**src/design/smbx_defs.svh**
```systemverilog
/*
  constants for the socket mailbox command interpreter: command codes,
  message header values, socket types, fault codes and table sizes.
  assumes nothing; included by the package and design modules.
*/
`ifndef SMBX_DEFS_SVH
`define SMBX_DEFS_SVH

`define SMBX_CMD_CREATE_NB 16'h0040
`define SMBX_CMD_CREATE_B 16'h003f
`define SMBX_CMD_LISTEN 16'h0041
`define SMBX_CMD_ACCEPT 16'h0050
`define SMBX_MSGINFO_CMD 16'h4002
`define SMBX_MSGINFO_RSP 16'h0002
`define SMBX_SIZE_CREATE 16'h0004
`define SMBX_SIZE_NONE 16'h0000
`define SMBX_SIZE_ACCEPT 16'h0002
`define SMBX_FRAME_ONE 16'h0001
`define SMBX_TYPE_TCP 16'h0001
`define SMBX_TYPE_UDP 16'h0002
`define SMBX_FAULT_NONE 16'h0000
`define SMBX_FAULT_BAD_SOCKET 16'h0001
`define SMBX_FAULT_NOT_TCP 16'h0002
`define SMBX_FAULT_NO_ROOM 16'h0003
`define SMBX_FAULT_BAD_TYPE 16'h0004
`define SMBX_FAULT_NOT_LISTEN 16'h0005
`define SMBX_FAULT_PORT_BUSY 16'h0006
`define SMBX_NB_MAX 6'd16
`define SMBX_B_MAX 6'd32
`define SMBX_SLOTS 48
`define SMBX_EPHEMERAL_BASE 16'hc000

`endif

```
**src/design/smbx_pkg.sv**
```systemverilog
/*
  types for the socket mailbox command interpreter.
  assumes smbx_defs.svh is on the include path.
*/
`include "smbx_defs.svh"

package smbx_pkg;
  typedef logic [15:0] smbx_word_t;
  typedef logic [5:0] smbx_desc_t;

  // one mailbox message: header words plus up to two data words
  typedef struct packed {
    smbx_word_t msg_id;
    smbx_word_t msg_info;
    smbx_word_t command;
    smbx_word_t data_size;
    smbx_word_t frame_count;
    smbx_word_t frame_number;
    smbx_word_t offset_high;
    smbx_word_t offset_low;
    smbx_word_t [7:0] ext;
    smbx_word_t [1:0] data;
  } smbx_msg_t;

  typedef enum logic [1:0] {
    SMBX_IDLE,
    SMBX_REPLY,
    SMBX_WAIT_CONN
  } smbx_state_t;
endpackage : smbx_pkg

```
**src/design/smbx_table_if.sv**
```systemverilog
/*
  interface between the command decoder and the socket table.
  assumes both ends run on the same sys_clk.
*/
`timescale 1ns/1ns
`default_nettype none

interface smbx_table_if;
  import smbx_pkg::*;
  // allocation request
  logic alloc;
  logic alloc_blocking;
  logic alloc_tcp;
  smbx_word_t alloc_port;
  logic alloc_ok;
  smbx_desc_t alloc_desc;
  smbx_word_t alloc_bound;
  logic alloc_fault_busy;
  // lookup and listen
  smbx_desc_t look_desc;
  logic look_used;
  logic look_tcp;
  logic look_blocking;
  logic look_listening;
  smbx_word_t look_port;
  logic set_listen;
  // connected child creation
  logic child;
  smbx_word_t child_port;
  logic child_ok;
  smbx_desc_t child_desc;

  modport table_end (
    input alloc, alloc_blocking, alloc_tcp, alloc_port, look_desc, set_listen,
      child, child_port,
    output alloc_ok, alloc_desc, alloc_bound, alloc_fault_busy, look_used,
      look_tcp, look_blocking, look_listening, look_port, child_ok, child_desc
  );
  modport decoder_end (
    output alloc, alloc_blocking, alloc_tcp, alloc_port, look_desc, set_listen,
      child, child_port,
    input alloc_ok, alloc_desc, alloc_bound, alloc_fault_busy, look_used,
      look_tcp, look_blocking, look_listening, look_port, child_ok, child_desc
  );
endinterface : smbx_table_if

`default_nettype wire

```
**src/design/smbx_table.sv**
```systemverilog
/*
  socket table: slot state, mode counts, port choice.
  assumes one clock and requests held for one cycle by the decoder.
*/
`timescale 1ns/1ns
`default_nettype none
`include "smbx_defs.svh"

module smbx_table
  import smbx_pkg::*;
(
  // clock and reset
  input wire logic sys_clk,
  input wire logic arst_n,
  // decoder side
  smbx_table_if.table_end tbl
);
  logic [`SMBX_SLOTS-1:0] used;
  logic [`SMBX_SLOTS-1:0] tcp;
  logic [`SMBX_SLOTS-1:0] blocking;
  logic [`SMBX_SLOTS-1:0] listening;
  smbx_word_t port [`SMBX_SLOTS];
  logic [5:0] nb_count;
  logic [5:0] b_count;
  smbx_word_t next_ephemeral;
  logic [`SMBX_SLOTS-1:0] port_hit;
  smbx_desc_t free_slot;
  logic free_found;
  logic room;
  smbx_word_t bound;

  // lowest free slot
  function automatic smbx_desc_t first_free(input logic [`SMBX_SLOTS-1:0] u);
    smbx_desc_t d;
    d = '0;
    for (int i = `SMBX_SLOTS - 1; i >= 0; i--)
    begin
      if (!u[i])
        d = 6'(i);
    end
    return d;
  endfunction : first_free

  genvar g;
  generate
    for (g = 0; g < `SMBX_SLOTS; g++)
    begin : g_hit
      assign port_hit[g] = used[g] && port[g] == tbl.alloc_port;
    end
  endgenerate

  assign free_slot = first_free(used);
  assign free_found = ~&used;
  assign room = tbl.alloc_blocking ? (b_count < `SMBX_B_MAX) : (nb_count < `SMBX_NB_MAX);
  assign bound = (tbl.alloc_port == 16'h0000) ? next_ephemeral : tbl.alloc_port;
  assign tbl.alloc_fault_busy = tbl.alloc_port != 16'h0000 && |port_hit;
  assign tbl.alloc_ok = room && free_found && !tbl.alloc_fault_busy;
  assign tbl.alloc_desc = free_slot;
  assign tbl.alloc_bound = bound;
  assign tbl.look_used = tbl.look_desc < 6'(`SMBX_SLOTS) && used[tbl.look_desc];
  assign tbl.look_tcp = tcp[tbl.look_desc];
  assign tbl.look_blocking = blocking[tbl.look_desc];
  assign tbl.look_listening = listening[tbl.look_desc];
  assign tbl.look_port = tbl.look_used ? port[tbl.look_desc] : 16'h0000;
  assign tbl.child_ok = free_found && b_count < `SMBX_B_MAX;
  assign tbl.child_desc = free_slot;

  // slot state
  always_ff @(posedge sys_clk or negedge arst_n)
  begin
    if (!arst_n)
    begin
      used <= '0;
      tcp <= '0;
      blocking <= '0;
      listening <= '0;
    end
    else if (tbl.alloc && tbl.alloc_ok)
    begin
      used[free_slot] <= 1'b1;
      tcp[free_slot] <= tbl.alloc_tcp;
      blocking[free_slot] <= tbl.alloc_blocking;
      listening[free_slot] <= 1'b0;
    end
    else if (tbl.child && tbl.child_ok)
    begin
      // listener stays listening, new slot is connected
      used[free_slot] <= 1'b1;
      tcp[free_slot] <= 1'b1;
      blocking[free_slot] <= 1'b1;
      listening[free_slot] <= 1'b0;
    end
    else if (tbl.set_listen)
      listening[tbl.look_desc] <= 1'b1;
  end

  // bound ports
  always_ff @(posedge sys_clk)
  begin
    if (tbl.alloc && tbl.alloc_ok)
      port[free_slot] <= bound;
    else if (tbl.child && tbl.child_ok)
      port[free_slot] <= tbl.child_port;
  end

  // per-mode counts and port picker
  always_ff @(posedge sys_clk or negedge arst_n)
  begin
    if (!arst_n)
    begin
      nb_count <= 6'd0;
      b_count <= 6'd0;
      next_ephemeral <= `SMBX_EPHEMERAL_BASE;
    end
    else if (tbl.alloc && tbl.alloc_ok)
    begin
      if (tbl.alloc_blocking)
        b_count <= b_count + 6'd1;
      else
        nb_count <= nb_count + 6'd1;
      if (tbl.alloc_port == 16'h0000)
        next_ephemeral <= next_ephemeral + 16'h0001;
    end
    else if (tbl.child && tbl.child_ok)
      b_count <= b_count + 6'd1;
  end
endmodule : smbx_table

`default_nettype wire

```
**src/design/smbx_cmd.sv**
```systemverilog
/*
  socket mailbox command interpreter: decodes create, listen and accept
  messages and builds the matching reply messages.
  assumes a host that holds one whole message on cmd_valid until cmd_ready and
  takes a reply on rsp_valid and rsp_ready; a network side that reports
  incoming connections on conn_req.
*/
// Function
// code 0040h creates a non-blocking socket on the requested port
// code 003Fh creates a blocking socket on the requested port
// port zero makes the module pick an unused port itself; here it counts up from C000h without checking bound ports
// creation reply returns the new descriptor and the bound port
// host sends create with info 4002h, size 0004h, frames 0001h
// host puts type in data word 1, port in word 2
// create reply: info 0002h, echoed code, size 0004h, descriptor then port
// host names the socket by its returned descriptor afterwards
// connection on a listener makes a new socket; listener keeps listening
// host sends listen only for TCP sockets
// host listen: code 0041h, size 0000h, descriptor in extended word 1
// non-blocking listener connections go to the status area, not mailbox
// blocking listener hands out new descriptors only through accept replies; here a connection with no accept pending goes to the status area
// code 0050h accepts on a blocking listener, replies with new descriptor
// accept reply is held back until a connection arrives
// accept reply header: listener, fault, local port, remote port, remote IP
// while a blocking command waits, other socket commands get no answer
// at most sixteen non-blocking sockets at once
// at most thirty-two blocking sockets at once
// listen on UDP or unknown descriptor reports a fault, changes nothing
`timescale 1ns/1ns
`default_nettype none
`include "smbx_defs.svh"

module smbx_cmd
(
  // clock and reset
  input wire logic sys_clk,
  input wire logic arst_n,
  // command from host
  input wire logic cmd_valid,
  output logic cmd_ready,
  input wire smbx_pkg::smbx_msg_t cmd_msg,
  // reply to host
  output logic rsp_valid,
  input wire logic rsp_ready,
  output smbx_pkg::smbx_msg_t rsp_msg,
  // network connection events
  input wire logic conn_req,
  input wire smbx_pkg::smbx_desc_t conn_listener,
  input wire smbx_pkg::smbx_word_t conn_remote_port,
  input wire logic [31:0] conn_remote_ip,
  output logic conn_taken,
  // status area event for connections taken while no accept is pending
  output logic nb_conn_event,
  output smbx_pkg::smbx_desc_t nb_conn_desc
);
  import smbx_pkg::*;

  smbx_table_if tbl ();
  smbx_state_t state;
  smbx_msg_t req;
  smbx_word_t listen_port;
  logic is_socket_cmd;
  logic create_cmd;
  logic nb_take;
  logic acc_take;

  function automatic logic socket_code(input smbx_word_t c);
    return c == `SMBX_CMD_CREATE_NB || c == `SMBX_CMD_CREATE_B ||
      c == `SMBX_CMD_LISTEN || c == `SMBX_CMD_ACCEPT;
  endfunction : socket_code

  smbx_table u_table (
    .sys_clk(sys_clk),
    .arst_n(arst_n),
    .tbl(tbl)
  );

  assign is_socket_cmd = socket_code(cmd_msg.command);
  // socket commands only taken when idle; blocked accept holds them off
  assign cmd_ready = state == SMBX_IDLE && is_socket_cmd;
  assign create_cmd = cmd_msg.command == `SMBX_CMD_CREATE_NB ||
    cmd_msg.command == `SMBX_CMD_CREATE_B;
  assign rsp_valid = state == SMBX_REPLY;

  // table requests
  // a create with an unknown type is answered with a fault and allocates nothing
  assign tbl.alloc = cmd_valid && cmd_ready && create_cmd &&
    (cmd_msg.data[0] == `SMBX_TYPE_TCP || cmd_msg.data[0] == `SMBX_TYPE_UDP);
  assign tbl.alloc_blocking = cmd_msg.command == `SMBX_CMD_CREATE_B;
  assign tbl.alloc_tcp = cmd_msg.data[0] == `SMBX_TYPE_TCP;
  assign tbl.alloc_port = cmd_msg.data[1];
  // without a command the lookup serves the listener of an incoming connection
  assign tbl.look_desc = cmd_valid ? 6'(cmd_msg.ext[0]) : conn_listener;
  assign tbl.set_listen = cmd_valid && cmd_ready && cmd_msg.command == `SMBX_CMD_LISTEN &&
    tbl.look_used && tbl.look_tcp;

  // incoming connection on a listener
  always_comb
  begin
    nb_take = 1'b0;
    acc_take = 1'b0;
    if (conn_req && tbl.child_ok)
    begin
      if (state == SMBX_WAIT_CONN && conn_listener == 6'(req.ext[0]))
        acc_take = 1'b1;
      else if (state != SMBX_WAIT_CONN && !cmd_valid)
        nb_take = 1'b1;
    end
  end
  assign tbl.child = acc_take || nb_take;
  assign tbl.child_port = acc_take ? listen_port : tbl.look_port;
  assign conn_taken = tbl.child && tbl.child_ok;

  // listener port for child sockets
  always_ff @(posedge sys_clk or negedge arst_n)
  begin
    if (!arst_n)
      listen_port <= 16'h0000;
    else if (cmd_valid && cmd_ready && cmd_msg.command == `SMBX_CMD_ACCEPT)
      listen_port <= tbl.look_port;
  end

  // status area report for connections taken while no accept is pending
  always_ff @(posedge sys_clk or negedge arst_n)
  begin
    if (!arst_n)
    begin
      nb_conn_event <= 1'b0;
      nb_conn_desc <= '0;
    end
    else
    begin
      nb_conn_event <= nb_take;
      nb_conn_desc <= tbl.child_desc;
    end
  end

  // sequencer
  always_ff @(posedge sys_clk or negedge arst_n)
  begin
    if (!arst_n)
      state <= SMBX_IDLE;
    else
      case (state)
        SMBX_IDLE:
        begin
          if (cmd_valid && cmd_ready)
          begin
            if (cmd_msg.command == `SMBX_CMD_ACCEPT && tbl.look_used && tbl.look_blocking &&
              tbl.look_listening)
              state <= SMBX_WAIT_CONN;
            else
              state <= SMBX_REPLY;
          end
        end
        SMBX_WAIT_CONN:
        begin
          if (acc_take)
            state <= SMBX_REPLY;
        end
        SMBX_REPLY:
        begin
          if (rsp_ready)
            state <= SMBX_IDLE;
        end
        default:
          state <= SMBX_IDLE;
      endcase
  end

  // request copy
  always_ff @(posedge sys_clk or negedge arst_n)
  begin
    if (!arst_n)
      req <= '0;
    else if (cmd_valid && cmd_ready)
      req <= cmd_msg;
  end

  // reply build
  always_ff @(posedge sys_clk or negedge arst_n)
  begin
    if (!arst_n)
      rsp_msg <= '0;
    else if (cmd_valid && cmd_ready)
    begin
      rsp_msg <= '0;
      rsp_msg.msg_id <= cmd_msg.msg_id;
      rsp_msg.msg_info <= `SMBX_MSGINFO_RSP;
      rsp_msg.command <= cmd_msg.command;
      rsp_msg.frame_count <= `SMBX_FRAME_ONE;
      rsp_msg.frame_number <= `SMBX_FRAME_ONE;
      case (cmd_msg.command)
        `SMBX_CMD_CREATE_NB, `SMBX_CMD_CREATE_B:
        begin
          rsp_msg.data_size <= `SMBX_SIZE_CREATE;
          if (cmd_msg.data[0] != `SMBX_TYPE_TCP && cmd_msg.data[0] != `SMBX_TYPE_UDP)
            rsp_msg.ext[7] <= `SMBX_FAULT_BAD_TYPE;
          else if (tbl.alloc_fault_busy)
            rsp_msg.ext[7] <= `SMBX_FAULT_PORT_BUSY;
          else if (!tbl.alloc_ok)
            rsp_msg.ext[7] <= `SMBX_FAULT_NO_ROOM;
          rsp_msg.data[0] <= 16'(tbl.alloc_desc);
          rsp_msg.data[1] <= tbl.alloc_bound;
        end
        `SMBX_CMD_LISTEN:
        begin
          rsp_msg.data_size <= `SMBX_SIZE_NONE;
          rsp_msg.ext[0] <= cmd_msg.ext[0];
          if (!tbl.look_used)
            rsp_msg.ext[7] <= `SMBX_FAULT_BAD_SOCKET;
          else if (!tbl.look_tcp)
            rsp_msg.ext[7] <= `SMBX_FAULT_NOT_TCP;
        end
        default:
        begin
          rsp_msg.data_size <= `SMBX_SIZE_ACCEPT;
          rsp_msg.ext[0] <= cmd_msg.ext[0];
          if (!tbl.look_used)
            rsp_msg.ext[7] <= `SMBX_FAULT_BAD_SOCKET;
          else if (!tbl.look_blocking || !tbl.look_listening)
            rsp_msg.ext[7] <= `SMBX_FAULT_NOT_LISTEN;
        end
      endcase
    end
    else if (acc_take)
    begin
      rsp_msg.ext[1] <= listen_port;
      rsp_msg.ext[2] <= conn_remote_port;
      rsp_msg.ext[3] <= conn_remote_ip[31:16];
      rsp_msg.ext[4] <= conn_remote_ip[15:0];
      rsp_msg.data[0] <= 16'(tbl.child_desc);
    end
  end
endmodule : smbx_cmd

`default_nettype wire

```
**config.mk**
```make
export PLATFORM = sky130hd
export DESIGN_NAME = smbx_cmd
export DESIGN_NICKNAME = d
export VERILOG_FILES = /design/src/design/smbx_pkg.sv /design/src/design/smbx_table_if.sv /design/src/design/smbx_table.sv /design/src/design/smbx_cmd.sv
export VERILOG_INCLUDE_DIRS = /design/src /design/src/design
export SDC_FILE = /design/constraint.sdc
export NUM_CORES = 2
export LEC_CHECK = 0
export ABC_AREA = 1
export ABC_CLOCK_PERIOD_IN_PS = 7400
export BUFFER_PORTS_ARGS = -buffer_cell sky130_fd_sc_hd__buf_2
export CORE_MARGIN = 10
export CORE_UTILIZATION = 48
export DETAILED_ROUTE_END_ITERATION = 12
export PLACE_DENSITY_LB_ADDON = 0.05
export SLEW_MARGIN = 5
export SYNTH_ARGS = -nofsm -noshare
export SYNTH_HDL_FRONTEND = slang
export SYNTH_SLANG_ARGS = --single-unit
```
**constraint.sdc**
```tcl
create_clock -name sys_clk -period 7.4 [get_ports sys_clk]
set_input_delay 1.11 -clock sys_clk [delete_from_list [all_inputs] [get_ports sys_clk]]
set_output_delay 1.11 -clock sys_clk [all_outputs]
set_load 0.05 [all_outputs]
```
==> impl_metrics.py <==
metrics = {
    "finish": {
        "area.growth.synth_to_final_pct": 15.6,
        "layout.cell_area.non_filler_mm2": 0.0777,
        "post_route_cells_drive_above_1_share_pct": 14.1,
        "final_nets": 7478,
    },
    "worst_setup_path": {
        "crit_chain": "buf_2 > o21ai_0 > nor3_2 > buf_4 > inv_6 > buf_4 > o22ai_1 > o41ai_1 > nand4_1 > a211oi_1 > buf_4 > a21oi_1 > nand2_1 > nand2_1 > inv_2 > buf_12 > buf_12",
        "cp_top_family": "compound AO/OA/AOI/OAI gates",
        "cp_num_buf_inv": 8,
        "timing.critical_path.mode_cell": "sky130_fd_sc_hd__buf_4",
        "critical_path_class": "in2reg",
        "worst-r2r-setup-slack_ps": 1530,
        "timing.critical_path.arrival_ps": 6770,
        "critical_path_source_type": "input pin",
        "path_max_fanout": 39,
        "r2r-start": "u_table.used[47]",
        "worst-path-stages": 17,
        "cpPeakStageDelay_ps": 970,
        "worstRegToRegCells": 52,
        "crit-reg2reg-capture": "u_table.port[34][0]",
        "critPathSlowestCell": "sky130_fd_sc_hd__o41ai_1",
        "required_ps": 8030,
        "cp-end-kind": "register",
    },
    "sta": {
        "finalSetupViolCount": 0,
        "final-hold-violation-count": 0,
        "post-route-min-period_ps": 6140,
        "final.setup_skew_ps": 35.3,
        "rsz0062_at_grt": "no",
        "final_min_period_over_clock_period_pct": 83.0,
        "final_layout_setup_total_negative_slack_ps": 0,
        "timing.final.max_slew_violations": 0,
        "max_freq_mhz": 163,
        "tightest_slew_ps": 1180,
        "timing.slew.headroom_pct": 19.0,
    },
    "synthesis": {
        "synthesis.instances": 6521,
        "synthFlopType": "sky130_fd_sc_hd__edfxtp_1",
        "synth.area.top_cells": "sky130_fd_sc_hd__edfxtp_1 45%, sky130_fd_sc_hd__dfrtp_1 14%, sky130_fd_sc_hd__nand2_1 6.4%",
        "synth_enable_flop_cells": 1008,
        "synth.avg_cell_area_um2": 10.3,
        "synthArstFlopShare_pct": 27.9,
        "synth_seq_area_share_pct": 59.6,
        "most_common_cell_in_the_synthesized_netlist": "sky130_fd_sc_hd__nand2_1",
        "yosys_top_cell_area_share_pct": 45.0,
        "yosysWarningCount": 0,
        "synth_area_leader_cell": "sky130_fd_sc_hd__edfxtp_1",
        "ys_seq_elements": 1399,
        "post_synth_num_cell_types": 78,
        "synth_commonest_cells": "1144 x sky130_fd_sc_hd__nand2_1, 1008 x sky130_fd_sc_hd__edfxtp_1, 641 x sky130_fd_sc_hd__inv_1",
        "syn_area_mm2": 0.0672,
    },
    "pwr": {
        "part_of_the_power_in_registers_pct": 47.1,
        "power.density_mw_per_mm2": 234,
        "power.net_switching_mw": 4.72,
        "comb_power_share_pct": 10.2,
        "netSwitchingFraction_pct": 25.9,
        "cellInternalPower_mw": 13.5,
        "p_clk_share_pct": 42.7,
        "vdd_ir_drop_max_mv": 0.202,
        "leakagePower_nw": 33.2,
    },
    "drt": {
        "vias_per_cell": 6.33,
        "detailedRoute.firstPassIterationCount": 8,
        "drt_wl_total_um": 291000,
        "via_count": 57800,
        "antenna_violating_nets_post_route": 0,
        "wl_per_cell_um": 31.9,
        "post-route-drc-count": 0,
        "drt_iter0_markers": 9390,
    },
    "global_route": {
        "wire_length_of_the_first_global_routing_pass_um": 407000,
        "grt.overflow.total": 0,
        "grtUsageTotal_pct": 36.1,
        "grt_antenna_before_repair": 19,
        "pin_count_of_the_biggest_net_entering_global_routing": 139,
        "vias_in_the_first_global_route": 54400,
    },
    "floorplanning": {
        "die_area_mm2": 0.155,
        "die-height_um": 394,
        "rows": 137,
        "floorplan.die.width_um": 394,
        "initial_utilization_pct": 48.2,
        "design.portCount": 645,
        "design.core.area_mm2": 0.139,
    },
    "flow_run": {
        "timing.max_cap.violations": 0,
    },
    "clock_tree": {
        "cts.clk_slew.worst_paths_ps": 60,
        "ctsHoldBuffers": 0,
        "cts_inserted_buffers": 156,
        "cts_tree": "built",
        "clk_path_buf_depth": 3,
        "post_cts.resized_instances": 0,
        "h-tree-depth": 4,
        "clock-root-buffer": "sky130_fd_sc_hd__clkbuf_16",
        "tritoncts_num_sinks": 1399,
        "postCtsSetupRepairBufs": 0,
        "clock_network_latency_to_the_later_pin_of_the_worst_skew_pair_ps": 810,
    },
    "outcome": {
        "run_status": "complete, no violations",
    },
    "place": {
        "port-buffer-count": 290,
        "placement.cell_area_mm2": 0.0727,
        "gpl.final_weighted_congestion": 1.06,
        "dpl.hpwl_um": 200000,
    },
    "worst_hold_path": {
        "hold_class": "in2async",
    },
}
[cell usage in the layout (no fill, tap or decap), types with 13 or more instances in the layout]
cell,count
sky130_fd_sc_hd__o41ai_1,78
sky130_fd_sc_hd__clkbuf_1,40
sky130_fd_sc_hd__inv_2,43
sky130_fd_sc_hd__edfxtp_1,1008
sky130_fd_sc_hd__nand4_1,149
sky130_fd_sc_hd__nand3_1,179
sky130_fd_sc_hd__o21ai_0,285
sky130_fd_sc_hd__bufinv_16,13
sky130_fd_sc_hd__o211ai_1,21
sky130_fd_sc_hd__buf_12,55
sky130_fd_sc_hd__dfrtp_1,389
sky130_fd_sc_hd__buf_4,257
sky130_fd_sc_hd__inv_1,618
sky130_fd_sc_hd__nor4_1,100
sky130_fd_sc_hd__o2111ai_1,66
sky130_fd_sc_hd__clkinv_1,28
sky130_fd_sc_hd__buf_2,289
sky130_fd_sc_hd__clkbuf_16,159
sky130_fd_sc_hd__nand2_1,1142
sky130_fd_sc_hd__a221oi_1,66
sky130_fd_sc_hd__inv_6,14
sky130_fd_sc_hd__a211oi_1,42
sky130_fd_sc_hd__a21oi_1,132
sky130_fd_sc_hd__o221ai_1,44
sky130_fd_sc_hd__a22oi_1,32
sky130_fd_sc_hd__nor2_1,358
sky130_fd_sc_hd__o21bai_1,16
sky130_fd_sc_hd__o22ai_1,543
sky130_fd_sc_hd__clkinv_2,20
sky130_fd_sc_hd__conb_1,386
sky130_fd_sc_hd__xor2_1,192
sky130_fd_sc_hd__a22o_1,19
sky130_fd_sc_hd__nor2_2,20
sky130_fd_sc_hd__a21boi_0,49
sky130_fd_sc_hd__or2_2,79
sky130_fd_sc_hd__nor3_1,69
sky130_fd_sc_hd__a2111oi_0,21
sky130_fd_sc_hd__xnor2_1,42
[metal layers]
layer,vias up,wire length [um],track usage [%]
met1,28000,108000,46.9
met4,20,19300,19.9
met2,4675,122000,52.5
met3,1021,42500,12.4
li1,24100,-,-
met5,-,134,0
[metrics by stage]
stage	std cells	hold slack (ps)	total power, mW	worst slack (ps)	util (%)
floorplan	6906	424	9.65	459	-
global placement	8846	362	10.5	844	52.2
detailed placement	8846	360	10.5	817	52.2
CTS	9126	253	18.2	1640	55.7
global route	9126	291	18.6	1050	55.7
finish	9129	277	18.2	1260	55.8
[state kept, by name, indices dropped and copies added (netlist names)]
register / cells
u_table.b_count: 6
state: 2
u_table.port: 1008
u_table.tcp: 48
listen_port: 16
req: 6
u_table.nb_count: 6
nb_conn_desc: 6
rsp_msg: 140
u_table.used: 48
u_table.blocking: 48
nb_conn_event: 1
u_table.listening: 48
u_table.next_ephemeral: 16
[power by group through the flow]
stage | logic (mW) | registers, mW | clock network (mW)
floorplan | 0.921 | 8.73 | 0
global placement | 1.75 | 8.72 | 0
detailed placement | 1.75 | 8.73 | 0
CTS | 1.76 | 8.57 | 7.83
global route | 1.87 | 8.57 | 8.15
finish | 1.85 | 8.57 | 7.78
[kinds of logic (layout without fill, tap and decap cells)]
family | Yosys count | in the layout | synth area share (%)
compound gates | 1487 | 1487 | 14.6
xor+xnor | 234 | 234 | 3.05
fa+ha+maj | 3 | 3 | 0.0559
buf+inv | 1213 | 1557 | 8.19
flops | 1399 | 1399 | 59.6
mux | 1 | 1 | 0.0168
other cells | 1 | 389 | 0.00558
simple gates | 2183 | 2183 | 14.4
[worst max-delay path by stage]
stage                           startpoint                  end  slack, ps
after floorplan           conn_listener[1]  u_table.port[0][10]        460
after global placement           cmd_valid  u_table.port[29][2]        840
after detailed placement         cmd_valid  u_table.port[29][2]        820
after CTS                        cmd_valid  u_table.port[21][2]       1640
after global routing      u_table.used[47]  u_table.port[38][9]       1050
final                            cmd_valid  u_table.port[52][8]       1260
[area by class of cell]
type / instances / area (um2)
diodes: 3 / 7.51
clock buffers: 210 / 4280
clock inverters: 70 / 687
fillers: 12300 / 61700
inverters: 675 / 2570
multi-input cells: 4294 / 23300
flip-flops and latches: 1399 / 40100
well taps: 1876 / 2350
repair buffers: 602 / 4490
[worst reg2reg max path, delay by kind of cell, from the launching register on]
kind	cells	cell delay [ps]
buffers and inverters	3	880
flip-flops	1	570
AND/OR/NAND/NOR	49	3990
Note: power is estimated with default switching activity, not from simulation.
